===== src/fawp_defines.vh =====
// Constants for the flash access, wait-state and program/erase control block
`ifndef FAWP_DEFINES_VH
`define FAWP_DEFINES_VH
`define FAWP_WS_W 3
`define FAWP_WS_RESET 3'h4
`define FAWP_WSE_RESET 1'h1
`define FAWP_MOD_W 3
`define FAWP_NUM_MOD 7
`define FAWP_SPARE_MOD 3'h6
`define FAWP_ADDR_W 24
`define FAWP_DATA_W 32
`define FAWP_LINE_STEP 24'h00_0004
`define FAWP_MOD_SHIFT 18
`define FAWP_OP_ERASE 1'h0
`define FAWP_OP_PROG 1'h1
`define FAWP_ERASE_TIME_US 8000
`define FAWP_PROG_TIME_US 3500
`define FAWP_FCLK_MHZ 5
`define FAWP_ERASE_TICKS ((`FAWP_ERASE_TIME_US * `FAWP_FCLK_MHZ))
`define FAWP_PROG_TICKS ((`FAWP_PROG_TIME_US * `FAWP_FCLK_MHZ))
`define FAWP_OVERHEAD_CYC 4'h4
`define FAWP_ERASED_WORD 32'hFFFF_FFFF
`endif


===== src/fawp_flash_ctrl.v =====
// Flash read path with wait states and prefetch, plus program/erase control
// What this block does
// - Wait states are paid only on non-sequential reads, not on prefetched sequential ones.
// - A prefetch fetches the next word ahead for sequentially increasing addresses.
// - Any modules may be erased or programmed while reads stay in one other module or SRAM.
// - With reads from several modules only module 6 may be erased or programmed.
// - An erase or program aimed at the module supplying reads is refused.
// - A sector or page erase finishes within 8.0 ms of flash clock time.
// - A page program finishes within 3.5 ms of flash clock time.
// - A few system clock cycles of overhead follow the timed operation.
// - After reset rd_data holds the erased word with no read protection active.
`timescale 1ns/10ps
`include "fawp_defines.vh"
module fawp_flash_ctrl #(
  parameter ERASE_TICKS = `FAWP_ERASE_TICKS,
  parameter PROG_TICKS = `FAWP_PROG_TICKS
) (
  input wire clk,
  input wire rst_b,
  input wire flash_clk_tick,
  input wire [`FAWP_WS_W-1:0] flash_wait_states,
  input wire wait_state_extension,
  input wire rd_req,
  input wire [`FAWP_ADDR_W-1:0] rd_addr,
  input wire multi_module_read,
  output reg rd_ack,
  output reg [`FAWP_DATA_W-1:0] rd_data,
  input wire [`FAWP_DATA_W-1:0] array_data,
  output reg [`FAWP_ADDR_W-1:0] array_addr,
  input wire pe_req,
  input wire pe_op,
  input wire [`FAWP_MOD_W-1:0] pe_module,
  output reg pe_busy,
  output reg pe_done,
  output reg pe_refused
);
  localparam S_IDLE = 2'h0;
  localparam S_WAIT = 2'h1;
  localparam S_PREF = 2'h2;
  localparam P_IDLE = 2'h0;
  localparam P_RUN = 2'h1;
  localparam P_OVH = 2'h2;

  reg [1:0] rd_state;
  reg [3:0] wait_cnt;
  reg [`FAWP_ADDR_W-1:0] pf_addr;
  reg [`FAWP_DATA_W-1:0] pf_data;
  reg pf_valid;
  reg [`FAWP_MOD_W-1:0] read_module;
  reg read_seen;
  reg [1:0] pe_state;
  reg [3:0] ovh_cnt;
  reg [`FAWP_MOD_W-1:0] busy_module;
  reg tm_start;
  reg [23:0] tm_ticks;
  wire [(1 << `FAWP_MOD_W)-1:0] read_mask;
  wire tm_done;
  wire [`FAWP_MOD_W-1:0] req_module;
  wire pe_allowed;
  wire read_blocked;

  assign req_module = rd_addr[`FAWP_MOD_SHIFT +: `FAWP_MOD_W];
  // Refuse every module still read, and all but module 6 under multi-module reads
  assign pe_allowed = !(read_seen && pe_module == read_module) &&
    !read_mask[pe_module] &&
    (!multi_module_read || pe_module == `FAWP_SPARE_MOD);
  // Reads into a module under program/erase are held off
  assign read_blocked = pe_busy && req_module == busy_module;

  // One flag per module that supplied reads; kept while reads span several modules
  genvar gm;
  generate
    for (gm = 0; gm < (1 << `FAWP_MOD_W); gm = gm + 1) begin : g_read_mask
      localparam [`FAWP_MOD_W-1:0] MOD_ID = gm;
      reg flag;
      always @(posedge clk or negedge rst_b) begin
        if (!rst_b) begin
          flag <= 1'b0;
        end else if (read_seen && read_module == MOD_ID) begin
          flag <= 1'b1;
        end else if (!multi_module_read) begin
          flag <= 1'b0;
        end
      end
      assign read_mask[gm] = flag;
    end
  endgenerate

  fawp_tick_timer #(
    .CNT_W(24)
  ) u_timer (
    .clk(clk),
    .rst_b(rst_b),
    .start(tm_start),
    .ticks(tm_ticks),
    .tick_in(flash_clk_tick),
    .busy(),
    .done(tm_done)
  );

  always @(posedge clk or negedge rst_b) begin
    if (!rst_b) begin
      rd_state <= S_IDLE;
      wait_cnt <= 4'h0;
      pf_addr <= {`FAWP_ADDR_W{1'b0}};
      pf_data <= `FAWP_ERASED_WORD;
      pf_valid <= 1'b0;
      rd_ack <= 1'b0;
      rd_data <= `FAWP_ERASED_WORD;
      array_addr <= {`FAWP_ADDR_W{1'b0}};
      read_module <= {`FAWP_MOD_W{1'b0}};
      read_seen <= 1'b0;
    end else begin
      rd_ack <= 1'b0;
      case (rd_state)
        S_IDLE: begin
          if (rd_req && !rd_ack && !read_blocked) begin
            read_module <= req_module;
            read_seen <= 1'b1;
            if (pf_valid && rd_addr == pf_addr) begin
              // Sequential hit: no wait states
              rd_data <= pf_data;
              rd_ack <= 1'b1;
              pf_valid <= 1'b0;
              pf_addr <= rd_addr + `FAWP_LINE_STEP;
              array_addr <= rd_addr + `FAWP_LINE_STEP;
              wait_cnt <= {1'b0, flash_wait_states};
              rd_state <= S_PREF;
            end else begin
              pf_valid <= 1'b0;
              array_addr <= rd_addr;
              wait_cnt <= {1'b0, flash_wait_states} + {3'h0, wait_state_extension};
              rd_state <= S_WAIT;
            end
          end
        end
        S_WAIT: begin
          if (wait_cnt <= 4'h1) begin
            rd_data <= array_data;
            rd_ack <= 1'b1;
            pf_addr <= array_addr + `FAWP_LINE_STEP;
            array_addr <= array_addr + `FAWP_LINE_STEP;
            wait_cnt <= {1'b0, flash_wait_states};
            rd_state <= S_PREF;
          end else begin
            wait_cnt <= wait_cnt - 4'h1;
          end
        end
        S_PREF: begin
          // Background fetch of the next word; a new miss replaces it at once
          if (rd_req && !rd_ack && rd_addr != pf_addr) begin
            if (read_blocked) begin
              rd_state <= S_IDLE;
            end else begin
              read_module <= req_module;
              read_seen <= 1'b1;
              array_addr <= rd_addr;
              wait_cnt <= {1'b0, flash_wait_states} + {3'h0, wait_state_extension};
              rd_state <= S_WAIT;
            end
          end else if (wait_cnt <= 4'h1) begin
            pf_data <= array_data;
            pf_valid <= 1'b1;
            rd_state <= S_IDLE;
          end else begin
            wait_cnt <= wait_cnt - 4'h1;
          end
        end
        default: rd_state <= S_IDLE;
      endcase
    end
  end

  always @(posedge clk or negedge rst_b) begin
    if (!rst_b) begin
      pe_state <= P_IDLE;
      pe_busy <= 1'b0;
      pe_done <= 1'b0;
      pe_refused <= 1'b0;
      ovh_cnt <= 4'h0;
      busy_module <= {`FAWP_MOD_W{1'b0}};
      tm_start <= 1'b0;
      tm_ticks <= 24'h00_0000;
    end else begin
      pe_done <= 1'b0;
      pe_refused <= 1'b0;
      tm_start <= 1'b0;
      case (pe_state)
        P_IDLE: begin
          if (pe_req) begin
            if (pe_allowed) begin
              busy_module <= pe_module;
              pe_busy <= 1'b1;
              tm_start <= 1'b1;
              if (pe_op == `FAWP_OP_PROG) begin
                tm_ticks <= PROG_TICKS[23:0];
              end else begin
                tm_ticks <= ERASE_TICKS[23:0];
              end
              pe_state <= P_RUN;
            end else begin
              pe_refused <= 1'b1;
            end
          end
        end
        P_RUN: begin
          if (tm_done) begin
            ovh_cnt <= `FAWP_OVERHEAD_CYC;
            pe_state <= P_OVH;
          end
        end
        P_OVH: begin
          if (ovh_cnt <= 4'h1) begin
            pe_busy <= 1'b0;
            pe_done <= 1'b1;
            pe_state <= P_IDLE;
          end else begin
            ovh_cnt <= ovh_cnt - 4'h1;
          end
        end
        default: pe_state <= P_IDLE;
      endcase
    end
  end
endmodule // fawp_flash_ctrl


===== src/fawp_tick_timer.v =====
// Program/erase duration timer counting synchronised flash clock ticks
`timescale 1ns/10ps
module fawp_tick_timer #(
  parameter CNT_W = 16
) (
  input wire clk,
  input wire rst_b,
  input wire start,
  input wire [CNT_W-1:0] ticks,
  input wire tick_in,
  output reg busy,
  output reg done
);
  reg [CNT_W-1:0] count;
  reg tick_s1;
  reg tick_s2;
  reg tick_s3;
  always @(posedge clk or negedge rst_b) begin
    if (!rst_b) begin
      tick_s1 <= 1'b0;
      tick_s2 <= 1'b0;
      tick_s3 <= 1'b0;
      count <= {CNT_W{1'b0}};
      busy <= 1'b0;
      done <= 1'b0;
    end else begin
      tick_s1 <= tick_in;
      tick_s2 <= tick_s1;
      tick_s3 <= tick_s2;
      done <= 1'b0;
      if (start) begin
        count <= ticks;
        busy <= 1'b1;
      end else if (busy && tick_s2 && !tick_s3) begin
        if (count <= {{(CNT_W-1){1'b0}}, 1'b1}) begin
          busy <= 1'b0;
          done <= 1'b1;
        end
        count <= count - {{(CNT_W-1){1'b0}}, 1'b1};
      end
    end
  end
endmodule // fawp_tick_timer

===== config.mk =====
export PLATFORM = sky130hd
export DESIGN_NAME = fawp_flash_ctrl
export DESIGN_NICKNAME = d
export VERILOG_FILES = /design/src/fawp_flash_ctrl.v /design/src/fawp_tick_timer.v
export VERILOG_INCLUDE_DIRS = /design/src
export SDC_FILE = /design/constraint.sdc
export NUM_CORES = 1
export LEC_CHECK = 0
export ABC_AREA = 1
export BUFFER_PORTS_ARGS = -buffer_cell sky130_fd_sc_hd__buf_2
export CAP_MARGIN = 0
export CORE_MARGIN = 4
export CORE_UTILIZATION = 59
export CTS_CLUSTER_SIZE = 30
export DETAILED_ROUTE_END_ITERATION = 10
export HOLD_SLACK_MARGIN = 0.03
export PLACE_DENSITY = 0.81
export SLEW_MARGIN = 20
export SYNTH_ARGS = -nofsm -noshare
export SYNTH_HDL_FRONTEND = slang
export SYNTH_HIERARCHICAL = 1
export SYNTH_SLANG_ARGS = --single-unit

===== constraint.sdc =====
create_clock -name clk -period 2.1 [get_ports clk]
set_input_delay 0.42 -clock clk [delete_from_list [all_inputs] [get_ports clk]]
set_output_delay 0.42 -clock clk [all_outputs]
set_load 0.01 [all_outputs]

==> results of run 1 <==
==> layout make-up <==
class / instances / area (um^2) / area share
Antenna cell: 1 / 2.50 / 0.000192
Clock buffer: 25 / 549 / 0.0422
Clock inverter: 7 / 55.1 / 0.00423
Inverter: 199 / 756 / 0.0581
Multi-Input combinational cell: 1165 / 5600 / 0.430
Sequential cell: 177 / 4510 / 0.346
Tap cell: 229 / 287 / 0.0220
Timing Repair Buffer: 194 / 1260 / 0.0970
==> state kept, by name (all words and copies together), names as in the netlist, 3 cells and up <==
register,flops
pf_data,32
busy_module,3
ovh_cnt,4
read_module,3
g_read_mask.flag,8
rd_data,32
pf_addr,24
tm_ticks,3
wait_cnt,4
array_addr,24
u_timer/count,24
==> layer usage <==
layer	global-route usage	up-vias	part of all wire	wire length, um
met3	0.0838	75	0.088	2690
met4	0.0913	2	0.022	669
met5	0	-	0.00043	13
met2	0.479	526	0.46	14200
li1	-	5353	-	-
met1	0.396	5082	0.43	13000
==> synth_stat cells, types with 2 or more instances <==
| cell type | count |
|---|---|
| nor3_1 | 17 |
| buf_2 | 14 |
| nor2_4 | 6 |
| nand2_4 | 2 |
| nand2_1 | 585 |
| xor2_1 | 26 |
| buf_6 | 2 |
| o32ai_1 | 2 |
| nand4_1 | 14 |
| a22o_1 | 2 |
| nor2_2 | 6 |
| o21ai_0 | 124 |
| clkbuf_1 | 26 |
| o211ai_2 | 6 |
| xnor2_1 | 9 |
| inv_2 | 21 |
| nand3_2 | 3 |
| clkinv_1 | 8 |
| a21oi_1 | 32 |
| ha_1 | 14 |
| or2_2 | 3 |
| o21bai_1 | 6 |
| nand3b_1 | 3 |
| o21ai_1 | 30 |
| nand2_2 | 5 |
| buf_4 | 8 |
| nand3_1 | 80 |
| dfstp_2 | 64 |
| dfrtp_1 | 113 |
| o211ai_1 | 48 |
| nor2_1 | 115 |
| inv_1 | 168 |
==> through the flow <==
step / power, W / hold slack [ns] / setup TNS [ns] / util / cell area (um^2)
after floorplan: 0.0113 / 0.124 / 0 / - / 11100
after global placement: 0.0138 / 0.333 / 0 / 0.679 / 12300
after detailed placement: 0.0140 / 0.346 / -0.117 / 0.679 / 12300
after CTS: 0.0174 / 0.0840 / 0 / 0.713 / 12900
after global routing: 0.0189 / 0.0725 / -0.221 / 0.717 / 13000
final: 0.0176 / 0.0922 / 0 / 0.717 / 13000
==> cell families after synthesis <==
group	Yosys count	share of synthesized area
AND/OR/NAND/NOR	843	0.316
buffers and inverters	252	0.0944
XOR/XNOR	35	0.0278
AO/OA/AOI/OAI	258	0.137
adder cells (fa/ha/maj)	14	0.0159
other	1	0.000340
flip-flops	177	0.409
==> power by group through the flow <==
stage / combinational [W] / clock (W) / sequential, W
after floorplan: 0.00523 / 0 / 0.00609
after detailed placement: 0.00804 / 0 / 0.00597
after global routing: 0.00934 / 0.00348 / 0.00613
after CTS: 0.00814 / 0.00331 / 0.00595
final: 0.00832 / 0.00327 / 0.00597
after global placement: 0.00784 / 0 / 0.00593
==> worst min path at each step <==
stage,cells past startpoint,slack [ns],from,end
after floorplan,0,0.12,rst_b,array_addr[0]
after global placement,0,0.33,u_timer/tick_s1,u_timer/tick_s2
after detailed placement,0,0.35,u_timer/tick_s1,u_timer/tick_s2
after CTS,1,0.08,flash_clk_tick,u_timer/tick_s1
after global routing,1,0.07,flash_clk_tick,u_timer/tick_s1
final,1,0.09,flash_clk_tick,u_timer/tick_s1
==> worst reg2reg max path, delay by kind of cell, from the launching register on <==
family | cells | cell delay (ns)
compound gates | 2 | 0.24
fa+ha+maj | 1 | 0.21
buf+inv | 4 | 0.54
flops | 1 | 0.40
simple gates | 5 | 0.54
==> timing repair <==
item	in CTS	in global routing
hold endpoints to repair	35	0
hold buffers	1	0
cloned	0	0
resized for setup	2	23
setup buffers	0	0
setup endpoints to repair	11	79
==> out/summary.txt, run 1 <==
DRT Pass-1 Iters = 6
GRT Total Usage = 0.298
dpl cells = 1963
syn_area_per_cell = 6.98 um^2
synth unique cells = 50
Port Buffers = 129
die area = 0.0209 mm^2
largest net degree at the start of global routing = 68
setup violators final = 0
NetSw = 0.00758 W
reg2reg start = wait_cnt[0]
post-place setup slack = -0.0408 ns
critical path class = reg2reg
vias in the first global route = 10500
CP Launch Point = wait_cnt[0]
final critical-path required period = 1.98 ns
post-synthesis sequential area ratio = 0.409
Nets = 1838
Tightest Pin Transition = 0.486 ns
GR Overflow Total = 0
LEAKAGE = 6.60 nW
initial antenna violation count = 2
Post-synth EDFFs = 0
Area Overhead vs Synth = 18.1%
Yosys warning count = 6
final worst path period share = 0.943
first-pass GRT wire length = 50100 um
H-Tree Depth = 4
Worst slew margin = 0.673
Die H = 145 um
drt drc = 0
post-route insts no fill = 1997
Worst path top cell family by delay = buffers and inverters
Synth async-reset ratio = 1.00
worst endpoint required time = 2.47 ns
Seq pwr share = 0.340
commonest non-fill, non-tap cell in the layout = nand2_1
Max Cap Violations = 0
post-route ant nets = 0
Switching Fraction = 0.431
reg2reg setup slack = 0.12 ns
DR vias = 11000
Cell Area, Synth = 0.0110 mm^2
Min-Delay Path Class = in2reg
Num CTS Buffers = 17
Slowest cell on crit path = dfrtp_1
Routed wire per std cell = 15.3 um
FILL cells = 1424
Crit path depth = 12
Critical Path End = rd_data[9]
Detailed Place HPWL = 21900 um
top cells by area, synth = dfrtp_1 26%, nand2_1 20%, dfstp_2 15%, inv_1 5.7%, o21ai_0 5.6%
total I/O pin count = 130
CP Launch Type = flip-flop
PnR worst setup slack = 0.120 ns
via/cell ratio = 5.53
f_max = 505 MHz
Yosys top cell by area = dfrtp_1
Most used DFF post-synth = dfrtp_1
Horiz. Die Dim = 145 um
PD cells = 1350 mW/mm^2
Int Pwr = 0.00999 W
Detailed Route WL = 30600 um
Critical Path Fanout Max = 33
Clk pin slew, worst setup/hold paths = 0.07 ns
FF+latch count, synth = 177
clock group share of total power = 0.186
Comb pwr share = 0.474
later-pin clock latency in the skew report = 0.43 ns
clk buf depth = 2
layout cells sized above 1 = 0.205
status = complete, no violations
core area = 0.0181 mm^2
R2R cell count = 12
RSZ-0062 raised after global routing = true
initial DRC count = 960
Max Slew Vio Count = 0
max incr delay on CP = 0.40 ns
clock root buffer = clkbuf_16
TritonCTS clock tree = yes
Final Wtd Congestion = 0.955
peak supply drop = 0.00102 V
Post-Synthesis Cells = 1580
TritonCTS sink count = 177
most used cell along the critical path = nand2_1
row cnt = 49
worst path bufs/invs = 4
CP Data Arrival Time = 2.35 ns
Setup crit end kind = flip-flop
post-synth top area share = 0.256
R2R Path End = rd_data[9]
final hold violation count = 0
clk_skew = 0.0110 ns
crit path cell chain = inv_1, ha_2, o21ai_2, inv_1, nor2_1, inv_2, nand2_1, a21oi_2, nand2_4, buf_6, nand2_1, nand2_1
starting density of the core = 0.608
commonest non-fill, non-tap cells in the layout = 583 x nand2_1, 166 x inv_1, 128 x buf_2
No activity file was read; power rests on OpenSTA's default activity.
==> run 2, diff against run 1 <==
--- a/config.mk
+++ b/config.mk
@@ -6,7 +6,6 @@
 export SDC_FILE = /design/constraint.sdc
 export NUM_CORES = 1
 export LEC_CHECK = 0
-export ABC_AREA = 1
 export BUFFER_PORTS_ARGS = -buffer_cell sky130_fd_sc_hd__buf_2
 export CAP_MARGIN = 0
 export CORE_MARGIN = 4
==> run 2 against run 1 <==
The flow now finishes with violations (negative setup slack). Synthesized cell count fell by 37%. Maximum frequency fell by 29%. Clock-buffer cell count fell by 8. Sequential share of layout area fell by 4.6 points. Setup slack got worse by 0.81 ns. Sequential power rose by 5.9%. Die area fell by 3.6%. Clock skew rose by 0.011 ns. Largest power group unchanged. Highest routed layer is now met4.
==> out/summary.txt, run 2 <==
Cell Area, Synth = 0.0106 mm^2 (was 0.0110 mm^2)
LEAKAGE = 6.55 nW (was 6.60 nW)
top cells by area, synth = dfrtp_1 27%, dfstp_2 16%, mux2_2 10%, mux2_4 5.7%, xor2_1 4.9% (was dfrtp_1 26%, nand2_1 20%, dfstp_2 15%, inv_1 5.7%, o21ai_0 5.6%)
GR Overflow Total = 0 (unchanged)
layout cells sized above 1 = 0.538 (was 0.205)
die area = 0.0202 mm^2 (was 0.0209 mm^2)
largest net degree at the start of global routing = 49 (was 68)
count leader, synth = dfrtp_1 (was nand2_1)
Max Cap Violations = 0 (unchanged)
largest registers = pf_data x32, rd_data x32 (unchanged)
commonest non-fill, non-tap cell in the layout = buf_4 (was nand2_1)
worst endpoint required time = 2.43 ns (was 2.47 ns)
total negative slack = -63.98 ns (was 0 ns)
Core Util, Final = 0.859 (was 0.717)
Yosys top cell by area = dfrtp_1 (unchanged)
worst hold margin = 0.0747 ns (was 0.0922 ns)
Setup crit end kind = flip-flop (unchanged)
crit path cell chain = xor2_1, nor4_2, buf_4, nand4_4, o31ai_4, o211ai_1, clkbuf_16, buf_12, buf_12, mux2_2 (was inv_1, ha_2, o21ai_2, inv_1, nor2_1, inv_2, nand2_1, a21oi_2, nand2_4, buf_6, nand2_1, nand2_1)
via/cell ratio = 6.96 (was 5.53)
Post-synth EDFFs = 0 (unchanged)
H-Tree Depth = 4 (unchanged)
final worst path period share = 1.33 (was 0.943)
failing checks = negative setup slack
f_max = 359 MHz (was 505 MHz)
GRT Total Usage = 0.323 (was 0.298)
max incr delay on CP = 0.44 ns (was 0.40 ns)
Tightest Pin Transition = 0.717 ns (was 0.486 ns)
starting density of the core = 0.607 (was 0.608)
Die H = 142 um (was 145 um)
Clk pin slew, worst setup/hold paths = 0.09 ns (was 0.07 ns)
antenna fix cells = 0 (was 1)
Num CTS Buffers = 17 (unchanged)
PD cells = 1610 mW/mm^2 (was 1350 mW/mm^2)
core area = 0.0175 mm^2 (was 0.0181 mm^2)
TritonCTS clock tree = yes (unchanged)
most used cell along the critical path = buf_12 (was nand2_1)
vias in the first global route = 9841 (was 10500)
Detailed Route WL = 41500 um (was 30600 um)
final hold violation count = 0 (unchanged)
TritonCTS sink count = 177 (unchanged)
Nets = 1400 (was 1838)
commonest non-fill, non-tap cells in the layout = 157 x buf_4, 128 x buf_2, 109 x dfrtp_1 (was 583 x nand2_1, 166 x inv_1, 128 x buf_2)
CP Launch Type = flip-flop (unchanged)
dpl cells = 1468 (was 1963)
initial DRC count = 1658 (was 960)
Slowest cell on crit path = dfrtp_1 (unchanged)
post-route ant nets = 0 (unchanged)
post-route insts no fill = 1554 (was 1997)
Synth top cells by count = 113 x dfrtp_1, 96 x mux2_2, 74 x nand2_1, 64 x dfstp_2, 59 x xor2_1 (was 585 x nand2_1, 168 x inv_1, 124 x o21ai_0, 115 x nor2_1, 113 x dfrtp_1)
Port Buffers = 129 (unchanged)
Max Slew Vio Count = 0 (unchanged)
FILL cells = 718 (was 1424)
CP Data Arrival Time = 3.12 ns (was 2.35 ns)
syn_area_per_cell = 10.7 um^2 (was 6.98 um^2)
post-synth top area share = 0.267 (was 0.256)
final critical-path required period = 2.79 ns (was 1.98 ns)
DR vias = 10800 (was 11000)
later-pin clock latency in the skew report = 0.46 ns (was 0.43 ns)
Min-Delay Path Class = in2reg (unchanged)
total I/O pin count = 130 (unchanged)
FF+latch count, synth = 177 (unchanged)
synth unique cells = 81 (was 50)
Detailed Place HPWL = 21100 um (was 21900 um)
Area Overhead vs Synth = 41.6% (was 18.1%)
Most used DFF post-synth = dfrtp_1 (unchanged)
DRT Pass-1 Iters = 11 (was 6)
Critical Path Fanout Max = 7 (was 33)
Horiz. Die Dim = 142 um (was 145 um)
peak supply drop = 0.00137 V (was 0.00102 V)
first-pass GRT wire length = 51900 um (was 50100 um)
RSZ-0062 raised after global routing = true (unchanged)
Final Wtd Congestion = 0.945 (was 0.955)
PnR worst setup slack = -0.686 ns (was 0.120 ns)
row cnt = 48 (was 49)
drt drc = 0 (unchanged)
Yosys warning count = 6 (unchanged)
setup violators final = 126 (was 0)
clock root buffer = clkbuf_16 (unchanged)
critical path class = reg2reg (unchanged)
clk buf depth = 2 (unchanged)
initial antenna violation count = 0 (was 2)
post-synthesis sequential area ratio = 0.425 (was 0.409)
Post-Synthesis Cells = 994 (was 1580)
status = finished, violations left (was complete, no violations)
clk_skew = 0.0221 ns (was 0.0110 ns)
Synth async-reset ratio = 1.00 (unchanged)
Worst slew margin = 0.521 (was 0.673)
Routed wire per std cell = 26.7 um (was 15.3 um)
run 2: cell types whose count changed in the layout (fill, tap and decap cells not counted), moves of 42 or more:
cell	delta
nand2_1	-510
inv_1	-139
buf_4	+104
o21ai_0	-81
mux2_4	+72
nor2_1	-66
mux2_2	+64
nand3_1	-46
o211ai_1	-42
run 2: worst paths after layout:
check | start | to | slack [ns] | cells after the start
worst max-delay path | pf_addr[6] | pf_addr[7] | -0.69 | 10
worst min-delay path | flash_clk_tick | u_timer/tick_s1 | 0.07 | 1
worst max register to register | pf_addr[6] | pf_addr[7] | -0.69 | 10
worst min register to register | u_timer/tick_s1 | u_timer/tick_s2 | 0.36 | 0
max in group asynchronous | rst_b | rd_data[4] | 1.00 | 3
min in group asynchronous | rst_b | g_read_mask[5].flag | 0.44 | 2
run 2: through the flow:
stage / power [W] / worst slack, ns / area, um^2
detailed placement: 0.0167 / -0.517 / 12900
global placement: 0.0163 / -0.431 / 12900
CTS: 0.0211 / -0.311 / 14200
finish: 0.0241 / -0.686 / 15000
global route: 0.0247 / -0.721 / 15000
floorplan: 0.0129 / -0.265 / 10900
run 2: critical path, delay by kind of cell, from the launching register on:
kind                      cells  cell delay [ns]
buffers and inverters         4             0.68
and+or+nand+nor               2             0.47
AOI/OAI and AO/OA             2             0.45
DFF                           1             0.44
muxes                         1             0.31
xor gates and xnor gates      1             0.30
run 2: cell type report:
cell class                 instances  area [um^2]  share of cell area
tap                              225          282              0.0188
sequential                       177         4510               0.301
multi-input combinational        749         6740               0.449
clock buffer                      17          425              0.0283
timing repair buffer             342         2750               0.183
inverter                          29          109             0.00725
clock inverter                    15          196              0.0131
run 2: timing repair:
| action | 4_1_cts | 5_1_grt |
|---|---|---|
| setup buffers | 26 | 23 |
| gates cloned | 4 | 4 |
| pin swaps | 24 | 45 |
| resized for setup | 78 | 123 |
| hold buffers | 1 | 0 |
| endpoints found under the setup margin | 125 | 129 |
| hold endpoints to repair | 31 | 0 |
run 2: kinds of logic after synthesis:
family,synth area share
muxes,0.178
xor gates and xnor gates,0.0709
and+or+nand+nor,0.154
buffers and inverters,0.0378
DFF,0.425
AOI/OAI and AO/OA,0.117
adders and majority gates,0.0165
other,0.000354
run 2: per-layer routing:
metal | vias to the layer above | wire length [um] | GRT usage
met4 | 0 | 3440 | 0.139
met1 | 5189 | 14700 | 0.414
li1 | 4275 | - | -
met2 | 989 | 18500 | 0.529
met5 | - | 0 | 0
met3 | 367 | 4860 | 0.0743
run 2: power by group:
part	total, W	internal, W	switching, W
combinational	0.0144	0.00729	0.00711
sequential	0.00632	0.00513	0.00119
clock	0.00340	0.00165	0.00174
